## config.mk

```make
export PLATFORM = sky130hd
export DESIGN_NAME = usbcs_regs
export DESIGN_NICKNAME = d
export VERILOG_FILES = /design/src/shared/usbcs_pkg.sv /design/src/rtl/usbcs_frame_tick.sv /design/src/rtl/usbcs_regs.sv
export SDC_FILE = /design/constraint.sdc
export NUM_CORES = 1
export LEC_CHECK = 0
export BUFFER_PORTS_ARGS = -buffer_cell sky130_fd_sc_hd__buf_2
export CORE_UTILIZATION = 50
export DETAILED_ROUTE_END_ITERATION = 6
export GPL_TIMING_DRIVEN = 0
export PLACE_DENSITY = 0.84
export SLEW_MARGIN = 20
export SYNTH_ARGS = -nofsm -noshare
export SYNTH_HDL_FRONTEND = slang
export SYNTH_SLANG_ARGS = --single-unit
```

## constraint.sdc

```tcl
create_clock -name aclk -period 2.1 [get_ports aclk]
set_input_delay 0.105 -clock aclk [delete_from_list [all_inputs] [get_ports aclk]]
set_output_delay 0.105 -clock aclk [all_outputs]
set_load 0.02 [all_outputs]
```

## src/shared/usbcs_pkg.sv

```systemverilog
package usbcs_pkg;
  // ----------------------------------------
  // register byte offsets
  // ----------------------------------------
  localparam logic [7:0] OFF_STAT = 8'h00;
  localparam logic [7:0] OFF_CON = 8'h04;
  localparam logic [7:0] OFF_ADDR = 8'h08;
  localparam logic [7:0] OFF_TOK = 8'h0c;
  localparam logic [7:0] OFF_SOF = 8'h10;
  localparam logic [7:0] OFF_CFG1 = 8'h14;
  localparam logic [7:0] OFF_CFG2 = 8'h18;
  // ----------------------------------------
  // control, address and config register bit positions
  // ----------------------------------------
  localparam int CON_JFLAG = 7;
  localparam int CON_SE0 = 6;
  localparam int CON_PKT = 5;
  localparam int CON_RST = 4;
  localparam int CON_HOST = 3;
  localparam int CON_RESUME = 2;
  localparam int CON_PPRST = 1;
  localparam int CON_EN = 0;
  localparam int ADDR_SLOW = 7;
  localparam int CFG1_MON = 6;
  localparam int CFG1_SIDL = 4;
  localparam int CFG2_XCVR_OFF = 0;
  // ----------------------------------------
  // token codes, reset values and response codes
  // ----------------------------------------
  localparam logic [3:0] PID_SETUP = 4'hd;
  localparam logic [3:0] PID_IN = 4'h9;
  localparam logic [3:0] PID_OUT = 4'h1;
  localparam logic [7:0] RST_BYTE = 8'h00;
  localparam logic [1:0] RESP_OKAY = 2'h0;
  localparam logic [1:0] RESP_SLVERR = 2'h2;
  // ----------------------------------------
  // timing
  // ----------------------------------------
  localparam int CLK_HZ = 10000000;
  localparam int FRAME_US = 1000;
  localparam int FRAME_CYC = CLK_HZ / 1000000 * FRAME_US;
endpackage

```

## src/rtl/usbcs_frame_tick.sv

```systemverilog
module usbcs_frame_tick #(
  parameter int FRAME_CYC = usbcs_pkg::FRAME_CYC
) (
  // clock and reset
  input wire logic aclk,
  input wire logic aresetn,
  // control
  input wire logic run,
  // frame start pulse
  output logic tick
);
  // ----------------------------------------
  // millisecond counter
  // ----------------------------------------
  localparam int CW = $clog2(FRAME_CYC);
  localparam logic [CW-1:0] LAST = CW'(FRAME_CYC - 1);
  logic [CW-1:0] cnt_r;
  logic [CW-1:0] cnt_nxt;
  logic tick_r;
  wire wrap = (cnt_r == LAST);

  // restart on enable so the first frame is a full one
  assign cnt_nxt = (!run || wrap) ? '0 : cnt_r + CW'(1);
  assign tick = tick_r;

  always_ff @(posedge aclk) begin
    if (!aresetn) begin
      cnt_r <= '0;
      tick_r <= 1'b0;
    end else begin
      cnt_r <= cnt_nxt;
      tick_r <= run && wrap;
    end
  end
endmodule // usbcs_frame_tick

```

## src/rtl/usbcs_regs.sv

```systemverilog
module usbcs_regs #(
  parameter int FRAME_CYC = usbcs_pkg::FRAME_CYC
) (
  // clock and reset
  input wire logic aclk,
  input wire logic aresetn,
  // axi4-lite write address
  input wire logic awvalid,
  output logic awready,
  input wire logic [7:0] awaddr,
  input wire logic [2:0] awprot,
  // axi4-lite write data
  input wire logic wvalid,
  output logic wready,
  input wire logic [31:0] wdata,
  input wire logic [3:0] wstrb,
  // axi4-lite write response
  output logic bvalid,
  input wire logic bready,
  output logic [1:0] bresp,
  // axi4-lite read address
  input wire logic arvalid,
  output logic arready,
  input wire logic [7:0] araddr,
  input wire logic [2:0] arprot,
  // axi4-lite read data
  output logic rvalid,
  input wire logic rready,
  output logic [31:0] rdata,
  output logic [1:0] rresp,
  // transfer engine events
  input wire logic xfer_done,
  input wire logic [3:0] xfer_ep,
  input wire logic xfer_tx,
  input wire logic xfer_odd,
  input wire logic setup_rx,
  input wire logic token_done,
  // line receiver and driver
  input wire logic line_dp,
  input wire logic line_dm,
  input wire logic line_driving,
  // system
  input wire logic cpu_idle,
  input wire logic dual_role_features_enable,
  input wire logic [2:0] otg_pulls,
  // bus control outputs
  output logic dp_pullup,
  output logic dp_pulldown,
  output logic dm_pulldown,
  output logic resume_drive,
  output logic bus_reset_drive,
  output logic frame_marker_send,
  output logic pingpong_pointer_clear,
  output logic packet_handling_halt,
  output logic module_active,
  output logic host_mode,
  output logic slow_rate_select,
  output logic [6:0] function_address,
  // token engine outputs
  output logic token_start,
  output logic [3:0] token_pid,
  output logic [3:0] token_target_endpoint,
  output logic token_in_progress,
  output logic [7:0] frame_threshold_value,
  // configuration outputs
  output logic [1:0] pingpong_config,
  output logic internal_transceiver_off,
  output logic line_drive_monitor
);
  // ----------------------------------------
  // register state
  // ----------------------------------------
  logic [7:0] stat_r;
  logic pkt_r, host_r, resume_r, pprst_r, attach_r, frame_en_r, reset_drv_r;
  logic busy_r, tokgo_r;
  logic [7:0] addr_r, tok_r, sof_r, cfg1_r, cfg2_r;
  logic aw_full_r, w_full_r, bvalid_r, rvalid_r;
  logic [7:0] wa_r;
  logic [7:0] wd_r;
  logic ws_r;
  logic [1:0] bresp_r, rresp_r;
  logic [31:0] rdata_r;

  // ----------------------------------------
  // live line flags
  // ----------------------------------------
  wire se0 = !line_dp && !line_dm;
  // j is differential one at full speed, zero at low speed
  wire jst = addr_r[usbcs_pkg::ADDR_SLOW] ?
    (!line_dp && line_dm) : (line_dp && !line_dm);

  // ----------------------------------------
  // write decode
  // ----------------------------------------
  wire do_wr = aw_full_r && w_full_r && !bvalid_r;
  // upper byte lanes carry nothing, so only lane 0 matters
  wire wr_lo = do_wr && ws_r;
  wire wr_con = wr_lo && (wa_r == usbcs_pkg::OFF_CON);
  wire wr_addr = wr_lo && (wa_r == usbcs_pkg::OFF_ADDR);
  wire wr_tok = wr_lo && (wa_r == usbcs_pkg::OFF_TOK);
  wire wr_sof = wr_lo && (wa_r == usbcs_pkg::OFF_SOF);
  wire wr_cfg1 = wr_lo && (wa_r == usbcs_pkg::OFF_CFG1);
  wire wr_cfg2 = wr_lo && (wa_r == usbcs_pkg::OFF_CFG2);
  wire wa_ok = (wa_r[1:0] == 2'h0) && (wa_r <= usbcs_pkg::OFF_CFG2);
  wire ar_ok = (araddr[1:0] == 2'h0) && (araddr <= usbcs_pkg::OFF_CFG2);

  // ----------------------------------------
  // control next values
  // ----------------------------------------
  wire dev_mode = !host_r;
  wire [7:0] cw = wd_r;
  // setup in device mode wins over a clear in the same cycle
  wire pkt_set = setup_rx && dev_mode;
  wire pkt_nxt = pkt_set ? 1'b1 :
    ((wr_con && dev_mode) ? cw[usbcs_pkg::CON_PKT] : pkt_r);
  // bit 0 means module enable in device mode, frame enable in host mode
  wire attach_nxt = (wr_con && dev_mode) ?
    cw[usbcs_pkg::CON_EN] : attach_r;
  wire frame_en_nxt = (wr_con && host_r) ?
    cw[usbcs_pkg::CON_EN] : frame_en_r;
  wire reset_drv_nxt = (wr_con && host_r) ?
    cw[usbcs_pkg::CON_RST] : reset_drv_r;
  // token busy: done wins only if no new token written that cycle
  wire busy_nxt = wr_tok ? 1'b1 :
    (token_done ? 1'b0 : busy_r);

  // ----------------------------------------
  // read mux
  // ----------------------------------------
  wire [7:0] con_dev = {1'b0, se0, pkt_r, 1'b0, host_r,
    resume_r, pprst_r, attach_r};
  wire [7:0] con_host = {jst, se0, busy_r, reset_drv_r, host_r,
    resume_r, pprst_r, frame_en_r};
  wire [7:0] addr_rd = {addr_r[7] && host_r, addr_r[6:0]};
  logic [7:0] rd_byte;
  always_comb begin
    rd_byte = usbcs_pkg::RST_BYTE;
    unique case (araddr)
      usbcs_pkg::OFF_STAT: rd_byte = stat_r;
      usbcs_pkg::OFF_CON: rd_byte = host_r ? con_host : con_dev;
      usbcs_pkg::OFF_ADDR: rd_byte = addr_rd;
      usbcs_pkg::OFF_TOK: rd_byte = tok_r;
      usbcs_pkg::OFF_SOF: rd_byte = sof_r;
      usbcs_pkg::OFF_CFG1: rd_byte = cfg1_r;
      usbcs_pkg::OFF_CFG2: rd_byte = cfg2_r;
      default: rd_byte = usbcs_pkg::RST_BYTE;
    endcase
  end

  // ----------------------------------------
  // axi4-lite handshakes
  // ----------------------------------------
  assign awready = !aw_full_r;
  assign wready = !w_full_r;
  assign arready = !rvalid_r;
  assign bvalid = bvalid_r;
  assign bresp = bresp_r;
  assign rvalid = rvalid_r;
  assign rresp = rresp_r;
  assign rdata = rdata_r;

  always_ff @(posedge aclk) begin
    if (!aresetn) begin
      aw_full_r <= 1'b0;
      w_full_r <= 1'b0;
      wa_r <= usbcs_pkg::RST_BYTE;
      wd_r <= usbcs_pkg::RST_BYTE;
      ws_r <= 1'b0;
    end else begin
      if (awvalid && !aw_full_r) begin
        aw_full_r <= 1'b1;
        wa_r <= awaddr;
      end else if (do_wr) begin
        aw_full_r <= 1'b0;
      end
      if (wvalid && !w_full_r) begin
        w_full_r <= 1'b1;
        wd_r <= wdata[7:0];
        ws_r <= wstrb[0];
      end else if (do_wr) begin
        w_full_r <= 1'b0;
      end
    end
  end

  always_ff @(posedge aclk) begin
    if (!aresetn) begin
      bvalid_r <= 1'b0;
      bresp_r <= usbcs_pkg::RESP_OKAY;
    end else if (do_wr) begin
      bvalid_r <= 1'b1;
      bresp_r <= wa_ok ? usbcs_pkg::RESP_OKAY : usbcs_pkg::RESP_SLVERR;
    end else if (bready) begin
      bvalid_r <= 1'b0;
    end
  end

  always_ff @(posedge aclk) begin
    if (!aresetn) begin
      rvalid_r <= 1'b0;
      rdata_r <= '0;
      rresp_r <= usbcs_pkg::RESP_OKAY;
    end else if (arvalid && !rvalid_r) begin
      rvalid_r <= 1'b1;
      rdata_r <= {24'h000000, rd_byte};
      rresp_r <= ar_ok ? usbcs_pkg::RESP_OKAY : usbcs_pkg::RESP_SLVERR;
    end else if (rready) begin
      rvalid_r <= 1'b0;
    end
  end

  // ----------------------------------------
  // last transfer status
  // ----------------------------------------
  // status only moves on the engine's event; bus writes never reach it
  always_ff @(posedge aclk) begin
    if (!aresetn) begin
      stat_r <= usbcs_pkg::RST_BYTE;
    end else if (xfer_done) begin
      stat_r <= {xfer_ep, xfer_tx, xfer_odd, 2'h0};
    end
  end

  // ----------------------------------------
  // control register
  // ----------------------------------------
  always_ff @(posedge aclk) begin
    if (!aresetn) begin
      pkt_r <= 1'b0;
      host_r <= 1'b0;
      resume_r <= 1'b0;
      pprst_r <= 1'b0;
      attach_r <= 1'b0;
      frame_en_r <= 1'b0;
      reset_drv_r <= 1'b0;
      busy_r <= 1'b0;
      tokgo_r <= 1'b0;
    end else begin
      pkt_r <= pkt_nxt;
      attach_r <= attach_nxt;
      frame_en_r <= frame_en_nxt;
      reset_drv_r <= reset_drv_nxt;
      busy_r <= busy_nxt;
      tokgo_r <= wr_tok;
      if (wr_con) begin
        host_r <= cw[usbcs_pkg::CON_HOST];
        resume_r <= cw[usbcs_pkg::CON_RESUME];
        pprst_r <= cw[usbcs_pkg::CON_PPRST];
      end
    end
  end

  // ----------------------------------------
  // plain read/write registers
  // ----------------------------------------
  always_ff @(posedge aclk) begin
    if (!aresetn) begin
      addr_r <= usbcs_pkg::RST_BYTE;
      tok_r <= usbcs_pkg::RST_BYTE;
      sof_r <= usbcs_pkg::RST_BYTE;
      cfg1_r <= usbcs_pkg::RST_BYTE;
      cfg2_r <= usbcs_pkg::RST_BYTE;
    end else begin
      if (wr_addr) addr_r <= cw;
      if (wr_tok) tok_r <= cw;
      if (wr_sof) sof_r <= cw;
      if (wr_cfg1) cfg1_r <= cw & 8'hd3;
      if (wr_cfg2) cfg2_r <= cw & 8'h1f;
    end
  end

  // ----------------------------------------
  // frame marker timing
  // ----------------------------------------
  wire frame_run = host_r && frame_en_r && module_active;
  usbcs_frame_tick #(
    .FRAME_CYC(FRAME_CYC)
  ) u_tick (
    .aclk(aclk),
    .aresetn(aresetn),
    .run(frame_run),
    .tick(frame_marker_send)
  );

  // ----------------------------------------
  // outputs
  // ----------------------------------------
  wire auto_pulls = !dual_role_features_enable;
  assign dp_pullup = auto_pulls ?
    (attach_r && dev_mode) : otg_pulls[2];
  assign dp_pulldown = auto_pulls ? host_r : otg_pulls[1];
  assign dm_pulldown = auto_pulls ? host_r : otg_pulls[0];
  assign resume_drive = resume_r;
  assign bus_reset_drive = host_r && reset_drv_r;
  assign pingpong_pointer_clear = pprst_r;
  assign packet_handling_halt = pkt_r && dev_mode;
  // idle stop only gates activity; register contents survive it
  assign module_active = (attach_r || host_r) &&
    !(cfg1_r[usbcs_pkg::CFG1_SIDL] && cpu_idle);
  assign host_mode = host_r;
  assign slow_rate_select = host_r && addr_r[usbcs_pkg::ADDR_SLOW];
  assign function_address = addr_r[6:0];
  assign token_start = tokgo_r;
  assign token_pid = tok_r[7:4];
  assign token_target_endpoint = tok_r[3:0];
  assign token_in_progress = busy_r;
  assign frame_threshold_value = sof_r;
  assign pingpong_config = cfg1_r[1:0];
  assign internal_transceiver_off = cfg2_r[usbcs_pkg::CFG2_XCVR_OFF];
  assign line_drive_monitor = cfg1_r[usbcs_pkg::CFG1_MON] &&
    cfg2_r[usbcs_pkg::CFG2_XCVR_OFF] && line_driving;
endmodule // usbcs_regs

```

### Word level (Yosys, flattened, before mapping)

Index checks and enable logic that the tools add are counted.

* add/sub/neg operators: 1
* order comparisons: 2
* equality and inequality tests: 13
* multiplexer cells: 19
* bitwise operators: 1
* reduce and logical (&&, ||, !) cells: 52

Operators with widths (number)
* 8-bit case mux with 7 select lines: 1
* 8-bit by 5-bit == test with 1-bit output, second input constant: 6
* 8-bit by 4-bit == test with 1-bit output, second input constant: 4
* 1-bit logical AND: 31
* 8-bit by 3-bit == test with 1-bit output, second input constant: 2
* 8-bit by 5-bit <= comparator with 1-bit output, second input constant: 2
* 1-bit 2-to-1 mux: 15
* 14-bit by 1-bit adder with 14-bit output, second input constant: 1
* 14-bit == test, second input constant: 1
* 2-bit nonzero test: 6
* 1-bit zero test: 9
* 8-bit zero test: 1
* 8-bit 2-to-1 mux: 1
* 2-bit zero test: 2
* 2-bit 2-to-1 mux: 2
* 1-bit logical OR: 2
* 2-bit OR reduction: 1
* 1-bit NOT: 1

* flip-flop bits (word level): 97
* input port bits: 82
* output and inout port bits: 81

### Longest topological paths before layout

Gate-level depths: netlist of run 1.

* depth in word-level cells: 7
* depth in mapped cells: 6

### Modules after synthesis

Synthesis of run 1 repeated with hierarchy kept, for this count alone.

* cell total of the unflattened synthesis: 493
* area, all modules: 4242.8 um^2

Modules (own cells, without submodules)
* usbcs_regs: times used 1, cells an instance 421, area an instance 3590.9 um^2, seq. area each 1601.5 um^2
* usbcs_frame_tick: times used 1, cells an instance 72, area an instance 651.9 um^2, seq. area each 300.3 um^2

### Worst setup path before layout of run 1

OpenSTA, ideal clock, no wires.

* path kind: register to register
* start: reg wa_r[0]
* end: reg addr_r[0]
* arrival: 1.802 ns
* slack: 0.182 ns
* stages on the path, launching flop included: 6
* path buffers: 1
* clock period less this slack: 1.918 ns
* cells stage by stage: dfxtp_1 -> or4_4 -> buf_6 -> nor4_4 -> mux2i_1 -> nor2b_1

* word-level cells in the longest chain between the ends: 2

RTL lines
* from (decl): RTL line usbcs_regs.sv:78 `logic [7:0] wa_r;`
* from (signal assigned): RTL line usbcs_regs.sv:166 `wa_r <= usbcs_pkg::RST_BYTE;`
* from (signal assigned): RTL line usbcs_regs.sv:172 `wa_r <= awaddr;`
* 8-bit by 4-bit == test with 1-bit output: RTL line usbcs_regs.sv:99 `wire wr_addr = wr_lo && (wa_r == usbcs_pkg::OFF_ADDR);`
* 1-bit logical AND: RTL line usbcs_regs.sv:99
* to (signal assigned): RTL line usbcs_regs.sv:258 `addr_r <= usbcs_pkg::RST_BYTE;`
* to (signal assigned): RTL line usbcs_regs.sv:264 `if (wr_addr) addr_r <= cw;`
* to (decl): RTL line usbcs_regs.sv:76 `logic [7:0] addr_r, tok_r, sof_r, cfg1_r, cfg2_r;`

No other way between the ends.
A chain may end at the register's enable or synchronous reset.

### Worst setup path after layout of run 1

* start: reg wa_r[0]
* end: reg cfg1_r[7]

* word-level cells in the longest chain between the ends: 2

RTL lines
* 8-bit by 5-bit == test with 1-bit output: RTL line usbcs_regs.sv:102 `wire wr_cfg1 = wr_lo && (wa_r == usbcs_pkg::OFF_CFG1);`
* 1-bit logical AND: RTL line usbcs_regs.sv:102
* to (signal assigned): RTL line usbcs_regs.sv:261 `cfg1_r <= usbcs_pkg::RST_BYTE;`
* to (signal assigned): RTL line usbcs_regs.sv:267 `if (wr_cfg1) cfg1_r <= cw & 8'hd3;`
* to (decl): RTL line usbcs_regs.sv:76

No other way between the ends.

==> metrics.yaml, run 1 <==
sta:
  hold_violations: 0
  whs_ps: 7.43
  drv_slew: 0
  setup_tns_ps: 0
  tightest_slew_ps: 617
  layout_min_cycle_time_ps: 2000
  fmax_ghz: 0.501
  relSlewSlack_pct: 58.6
  rsz0062_at_grt: "false"
  final-setup-viol-count: 0
  finClkSkew_ps: 12.9
  fin_crit_sh_pct: 95.0
logic_synthesis:
  synth_ff_type: "dfxtp_1"
  yosysSeqAreaShare_pct: 41.0
  synth_edf_count: 0
  yosys_warnings: 0
  syn_inst: 517
  synthArstFlopShare_pct: 0
  syn_area_per_cell_um2: 8.96
  synth.distinct_cells: 55
  synth_area_mm2: 0.00463
  synth-seq-cells: 95
detailed_routing:
  antenna_left: 0
  dr.pass1.iters: 7
  drtIter0Drc: 302
  num_vias: 4232
  drt-wirelength-per-cell_um: 15.3
  totalWireLength_mm: 12.1
  avgViaCountPerCell: 5.37
  drc: 13
hold_path:
  min_from: "awaddr[5]"
  hold_end: "wa_r[5]"
  hold_class: "input pin to flip-flop"
  whs_path_depth: 3
cts:
  cts_tree: "done"
  ctsHtreeMaxLevel: 3
  clk_pin_slew_ps: 90
  clk_latency_ps: 360
  clockBufferDepth: 2
  cts-root-buf: "clkbuf_8"
  cts_buffers: 9
  clock-sinks: 95
setup_path:
  end_kind: "flip-flop"
  cp_slowest_cell: "or4_4"
  cp_slowest_stage_delay_ps: 530
  cp.arrival_ps: 2240
  rrSetupSlack_ps: 100
  reg2reg_from: "wa_r[0]"
  worstPathMaxFanout: 5
  reg2regPathDepth: 5
  worst_setup_path_start_kind: "flip-flop"
  cp_cell_sequence: "or4_4 -> buf_6 -> nor4_4 -> mux2i_1 -> nor2b_1"
  path_class: "flip-flop to flip-flop"
  r2r-end: "cfg1_r[7]"
  required_ps: 2350
global_routing:
  grt_overflow: 0
  grt_pass1_vias: 4104
  grt_max_degree: 17
  grt_usage_pct: 25.3
  grt_pass1_wl_mm: 19.3
  antenna_found_initial: 0
floorplan:
  die_area_mm2: 0.00966
  io_pins: 163
  start_util_pct: 52.4
  core_mm2: 0.00885
  rows: 34
  die_x_um: 98.3
  dieHeight_um: 98.3
run_status:
  violations: "design-rule violations"
  status: "finished with violations"
placement:
  place_hpwl_mm: 8.86
  place_congestion: 0.914
  placement.io_buffers: 101
job:
  maxCapViolations: 0
final_layout:
  antennaDiodeCount: 0
  drive_above_1_share_pct: 24.7
  fillers: 717
  fin_nets: 758
  syn2layout_area_growth_pct: 24.5
pwr:
  p_leak_nw: 2.36
  total_power_mw: 3.39
  p_per_area_mw_per_mm2: 589
  vdd_drop_max_v: 0.000370
==> worst max-delay path: cells and delay by family, from the launching register on <==
kind          cells  cell delay (ps)
mux               1              320
simple gates      3             1070
buf+inv           1              150
flops             1              340
==> area by class of cell <==
| type | instances | area (um2) | area share (%) |
|---|---|---|---|
| Multi-Input combinational cell | 375 | 2420 | 41.9 |
| Sequential cell | 95 | 1900 | 33.0 |
| Timing Repair Buffer | 122 | 731 | 12.7 |
| Buffer | 62 | 373 | 6.47 |
| Tap cell | 108 | 135 | 2.34 |
| Clock buffer | 10 | 128 | 2.21 |
| Clock inverter | 6 | 45.0 | 0.781 |
| Inverter | 10 | 37.5 | 0.651 |
==> where the power goes <==
group	switching, mW	total, mW	internal, mW
sequential	0.0497	1.89	1.84
combinational	0.227	0.419	0.192
clock	0.652	1.09	0.435
total	0.929	3.39	2.46
==> placed cells by master (no fill, tap or decap), types with 4 or more instances in the layout <==
| master | count |
|---|---|
| buf_2 | 101 |
| dfxtp_1 | 95 |
| nor2b_1 | 49 |
| nand2_1 | 46 |
| mux2i_1 | 45 |
| buf_4 | 37 |
| nor2_1 | 30 |
| o21ai_0 | 27 |
| conb_1 | 26 |
| clkbuf_1 | 23 |
| a21boi_0 | 23 |
| nand3_1 | 19 |
| dlygate4sd3_1 | 17 |
| inv_1 | 10 |
| a21oi_1 | 9 |
| xnor2_1 | 9 |
| clkbuf_8 | 9 |
| nand4_1 | 7 |
| nand3b_1 | 7 |
| nand2b_1 | 6 |
| and3_1 | 5 |
| and2_1 | 4 |
| nor4_1 | 4 |
| nor3_1 | 4 |
| a31oi_1 | 4 |
| a211oi_1 | 4 |
==> cell families after synthesis <==
family                     Yosys count  share of synthesized area (%)
DFF                                 95                           41.0
and+or+nand+nor                    200                           24.3
muxes                               49                           10.9
xor gates and xnor gates            11                           2.08
other                                1                         0.0809
adders and majority gates            1                          0.270
buffers and inverters               72                           8.83
AOI/OAI and AO/OA                   88                           12.4
==> registers in the layout (all words and copies together), names as in the netlist, 5 cells and up <==
signal / flops
addr_r: 8
cfg1_r: 5
cw: 8
cfg2_r: 5
frame_threshold_value: 8
rdata: 8
stat_r: 6
u_tick.cnt_r: 14
tok_r: 8
wa_r: 8
==> cells in the mapped netlist, types with 4 or more instances <==
cell type | count | area share (%)
xnor2_1 | 9 | 1.7
nor2b_1 | 49 | 6.6
nand4_1 | 7 | 0.95
and2_1 | 4 | 0.54
inv_1 | 10 | 0.81
buf_4 | 35 | 5.7
a31oi_1 | 4 | 0.54
nor2_1 | 30 | 2.4
mux2i_1 | 45 | 9.7
a21boi_0 | 23 | 3.7
o21ai_0 | 27 | 2.9
a211oi_1 | 4 | 0.65
nand2b_1 | 6 | 0.81
nor4_1 | 4 | 0.54
dfxtp_1 | 95 | 41
clkbuf_1 | 23 | 1.9
a21oi_1 | 9 | 0.97
and3_1 | 5 | 0.68
nor3_1 | 4 | 0.43
nand2_1 | 46 | 3.7
nand3_1 | 19 | 2.1
nand3b_1 | 7 | 1.1
==> worst max-delay path by stage <==
stage               slack [ps]  startpoint  depth (start not counted)                       end
finish                     100     wa_r[0]                          5                 cfg1_r[7]
CTS                         50     wa_r[0]                          5  frame_threshold_value[7]
global route                 1     wa_r[4]                          5                 cfg1_r[7]
detailed placement         -70     wa_r[0]                          5                 addr_r[4]
global placement           -20     wa_r[0]                          5                 addr_r[3]
floorplan                  180     wa_r[0]                          5                 addr_r[0]
==> per-layer routing <==
layer / vias up / part of all wire, % / GRT usage [%]
met4: 0 / 2.1 / 10.2
met3: 20 / 8.4 / 5.65
met2: 204 / 48 / 43.9
met5: - / 0 / 0
li1: 2059 / - / -
met1: 1949 / 42 / 30.2
==> timing repair <==
| item | in CTS | in global routing |
|---|---|---|
| hold buffers | 17 | 0 |
| endpoints found under the hold margin | 17 | 0 |
| endpoints found under the setup margin | 16 | 21 |
| buffers inserted | 1 | 3 |
| pin swaps | 2 | 3 |
| resized for setup | 0 | 2 |
==> per-stage QoR <==
step / setup WS (ps) / instances / utilization (%) / instance area [um2]
after floorplan: 182 / 542 / - / 4730
after global placement: -17.6 / 751 / 60.7 / 5370
after detailed placement: -70.9 / 751 / 60.7 / 5370
after CTS: 50.3 / 785 / 64.8 / 5730
after global routing: 1.07 / 788 / 65.2 / 5770
final: 104 / 788 / 65.2 / 5770
(Power assumes the default switching activity.)
==> run 2, diff against run 1 <==
--- a/config.mk
+++ b/config.mk
@@ -5,11 +5,11 @@
 export SDC_FILE = /design/constraint.sdc
 export NUM_CORES = 1
 export LEC_CHECK = 0
-export BUFFER_PORTS_ARGS = -buffer_cell sky130_fd_sc_hd__buf_2
-export CORE_UTILIZATION = 50
+export CORE_UTILIZATION = 63
 export DETAILED_ROUTE_END_ITERATION = 6
+export DONT_BUFFER_PORTS = 1
 export GPL_TIMING_DRIVEN = 0
-export PLACE_DENSITY = 0.84
+export PLACE_DENSITY = 0.83
 export SLEW_MARGIN = 20
 export SYNTH_ARGS = -nofsm -noshare
 export SYNTH_HDL_FRONTEND = slang
==> metrics.yaml, run 2 (synthesized netlist as in run 1, its figures left out) <==
run_status:
  status: "completed"
final_layout:
  drive_above_1_share_pct: 11.5
  syn2layout_area_growth_pct: 17.4
  final_cell_mix: "dfxtp_1 (95), nor2b_1 (49), nand2_1 (46), mux2i_1 (45), buf_4 (37)"
  largest-register: "u_tick.cnt_r"
  final_common_cell: "dfxtp_1"
  largest_reg_flops: 14
  post-route-util_pct: 78.3
  antennaDiodeCount: 0
  fin_nets: 671
  stdcell_count: 688
global_routing:
  grt_pass1_vias: 3679
  grt_overflow: 0
  grt_pass1_wl_mm: 17.9
  grt_usage_pct: 31.0
  antenna_found_initial: 0
  grt_max_degree: 16
cts:
  ctsHtreeMaxLevel: 3
  cts-root-buf: "clkbuf_8"
  cts_tree: "done"
  clock-sinks: 95
  clk_latency_ps: 370
  clk_pin_slew_ps: 90
  cts_buffers: 9
  clockBufferDepth: 2
job:
  maxCapViolations: 0
placement:
  place_congestion: 0.938
  place_hpwl_mm: 8.34
  dp.cells: 638
  placement.io_buffers: 0
detailed_routing:
  totalWireLength_mm: 12.1
  dr.pass1.iters: 5
  drc: 0
  num_vias: 3993
  drtIter0Drc: 303
  avgViaCountPerCell: 5.80
  antenna_left: 0
  drt-wirelength-per-cell_um: 17.5
floorplan:
  io_pins: 163
  rows: 30
  die_area_mm2: 0.00770
  core_mm2: 0.00694
  start_util_pct: 66.7
  die_x_um: 87.8
  dieHeight_um: 87.8
hold_path:
  hold_end: "rdata[7]"
  hold_class: "input pin to flip-flop"
  min_from: "araddr[1]"
  whs_path_depth: 2
setup_path:
  cp_slowest_stage_delay_ps: 550
  path_buf_inv: 1
  cp.arrival_ps: 2290
  reg2regPathDepth: 5
  reg2reg_from: "wa_r[0]"
  r2r-end: "cfg1_r[1]"
  required_ps: 2360
  worstPathMaxFanout: 5
  end_kind: "flip-flop"
  critPathTopFamily: "simple AND/OR/NAND/NOR gates"
  rrSetupSlack_ps: 70
  cp_slowest_cell: "or4_4"
  cp_cell_sequence: "or4_4 -> buf_6 -> nor4_4 -> mux2i_1 -> nor2b_1"
  path_class: "flip-flop to flip-flop"
  worst_setup_path_start_kind: "flip-flop"
sta:
  final-setup-viol-count: 0
  rsz0062_at_grt: "false"
  drv_slew: 0
  layout_min_cycle_time_ps: 2030
  fmax_ghz: 0.492
  fin_crit_sh_pct: 96.8
  tightest_slew_ps: 664
  finClkSkew_ps: 8.22
  relSlewSlack_pct: 55.4
  hold_violations: 0
pwr:
  p_per_area_mw_per_mm2: 668
  vdd_drop_max_v: 0.000542
  total_power_mw: 3.63
  p_leak_nw: 1.98
## run 2: cell types whose count changed in the layout (fill, tap and decap cells not counted)
cell,before,now
buf_2,101,0
clkbuf_1,23,22
clkinvlp_4,3,1
nor4_2,0,1
nor4_1,4,3
clkinv_4,1,0
bufinv_16,0,2
dlygate4sd3_1,17,31
clkbuf_8,9,10
## run 2: per-layer routing
layer	vias up	wire length [um]	track usage, %
li1	1874	-	-
met1	1846	4720	36.5
met2	234	5710	52.0
met3	39	1160	8.29
met4	0	462	15.5
met5	-	0	0
## run 2: worst max-delay path by stage
stage / cells after the start / startpoint / slack [ps] / end
after floorplan: 5 / wa_r[0] / 180 / addr_r[0]
after global routing: 6 / wa_r[4] / 30 / addr_r[4]
after CTS: 4 / wa_r[0] / 20 / reset_drv_r
final: 5 / wa_r[0] / 70 / cfg1_r[1]
after detailed placement: 5 / wa_r[0] / -40 / frame_threshold_value[0]
after global placement: 5 / wa_r[0] / -6 / frame_threshold_value[2]
## run 2: repair_timing
action | CTS | global route
gates resized for setup | 0 | 3
buffers inserted | 1 | 3
hold endpoints to repair | 31 | 0
endpoints found under the setup margin | 14 | 22
pin swaps | 2 | 3
hold buffers | 31 | 0
## run 2: final cells by class
class | instances | area, um2
plain buffers | 62 | 373
clock buffers | 10 | 138
clock inverters | 5 | 81.3
fillers | 459 | 1510
inverters | 10 | 37.5
multi-input cells | 375 | 2420
flip-flops and latches | 95 | 1900
well taps | 96 | 120
repair buffers | 35 | 365
## run 2: where the power goes
| group | total, mW | internal, mW | switching, mW |
|---|---|---|---|
| Clock | 1.35 | 0.699 | 0.656 |
| Sequential | 1.90 | 1.84 | 0.0645 |
| Combinational | 0.377 | 0.171 | 0.205 |
## run 2: metrics by stage
step / cell area, um2 / setup TNS (ps) / setup slack (ps) / hold WS (ps)
after floorplan: 4730 / 0 / 182 / 221
after global placement: 4850 / -11.8 / -6.27 / 227
after detailed placement: 4850 / -161 / -42.7 / 230
after CTS: 5400 / 0 / 19.9 / 15.8
after global routing: 5440 / 0 / 30.2 / 27.0
final: 5440 / 0 / 67.9 / 17.1
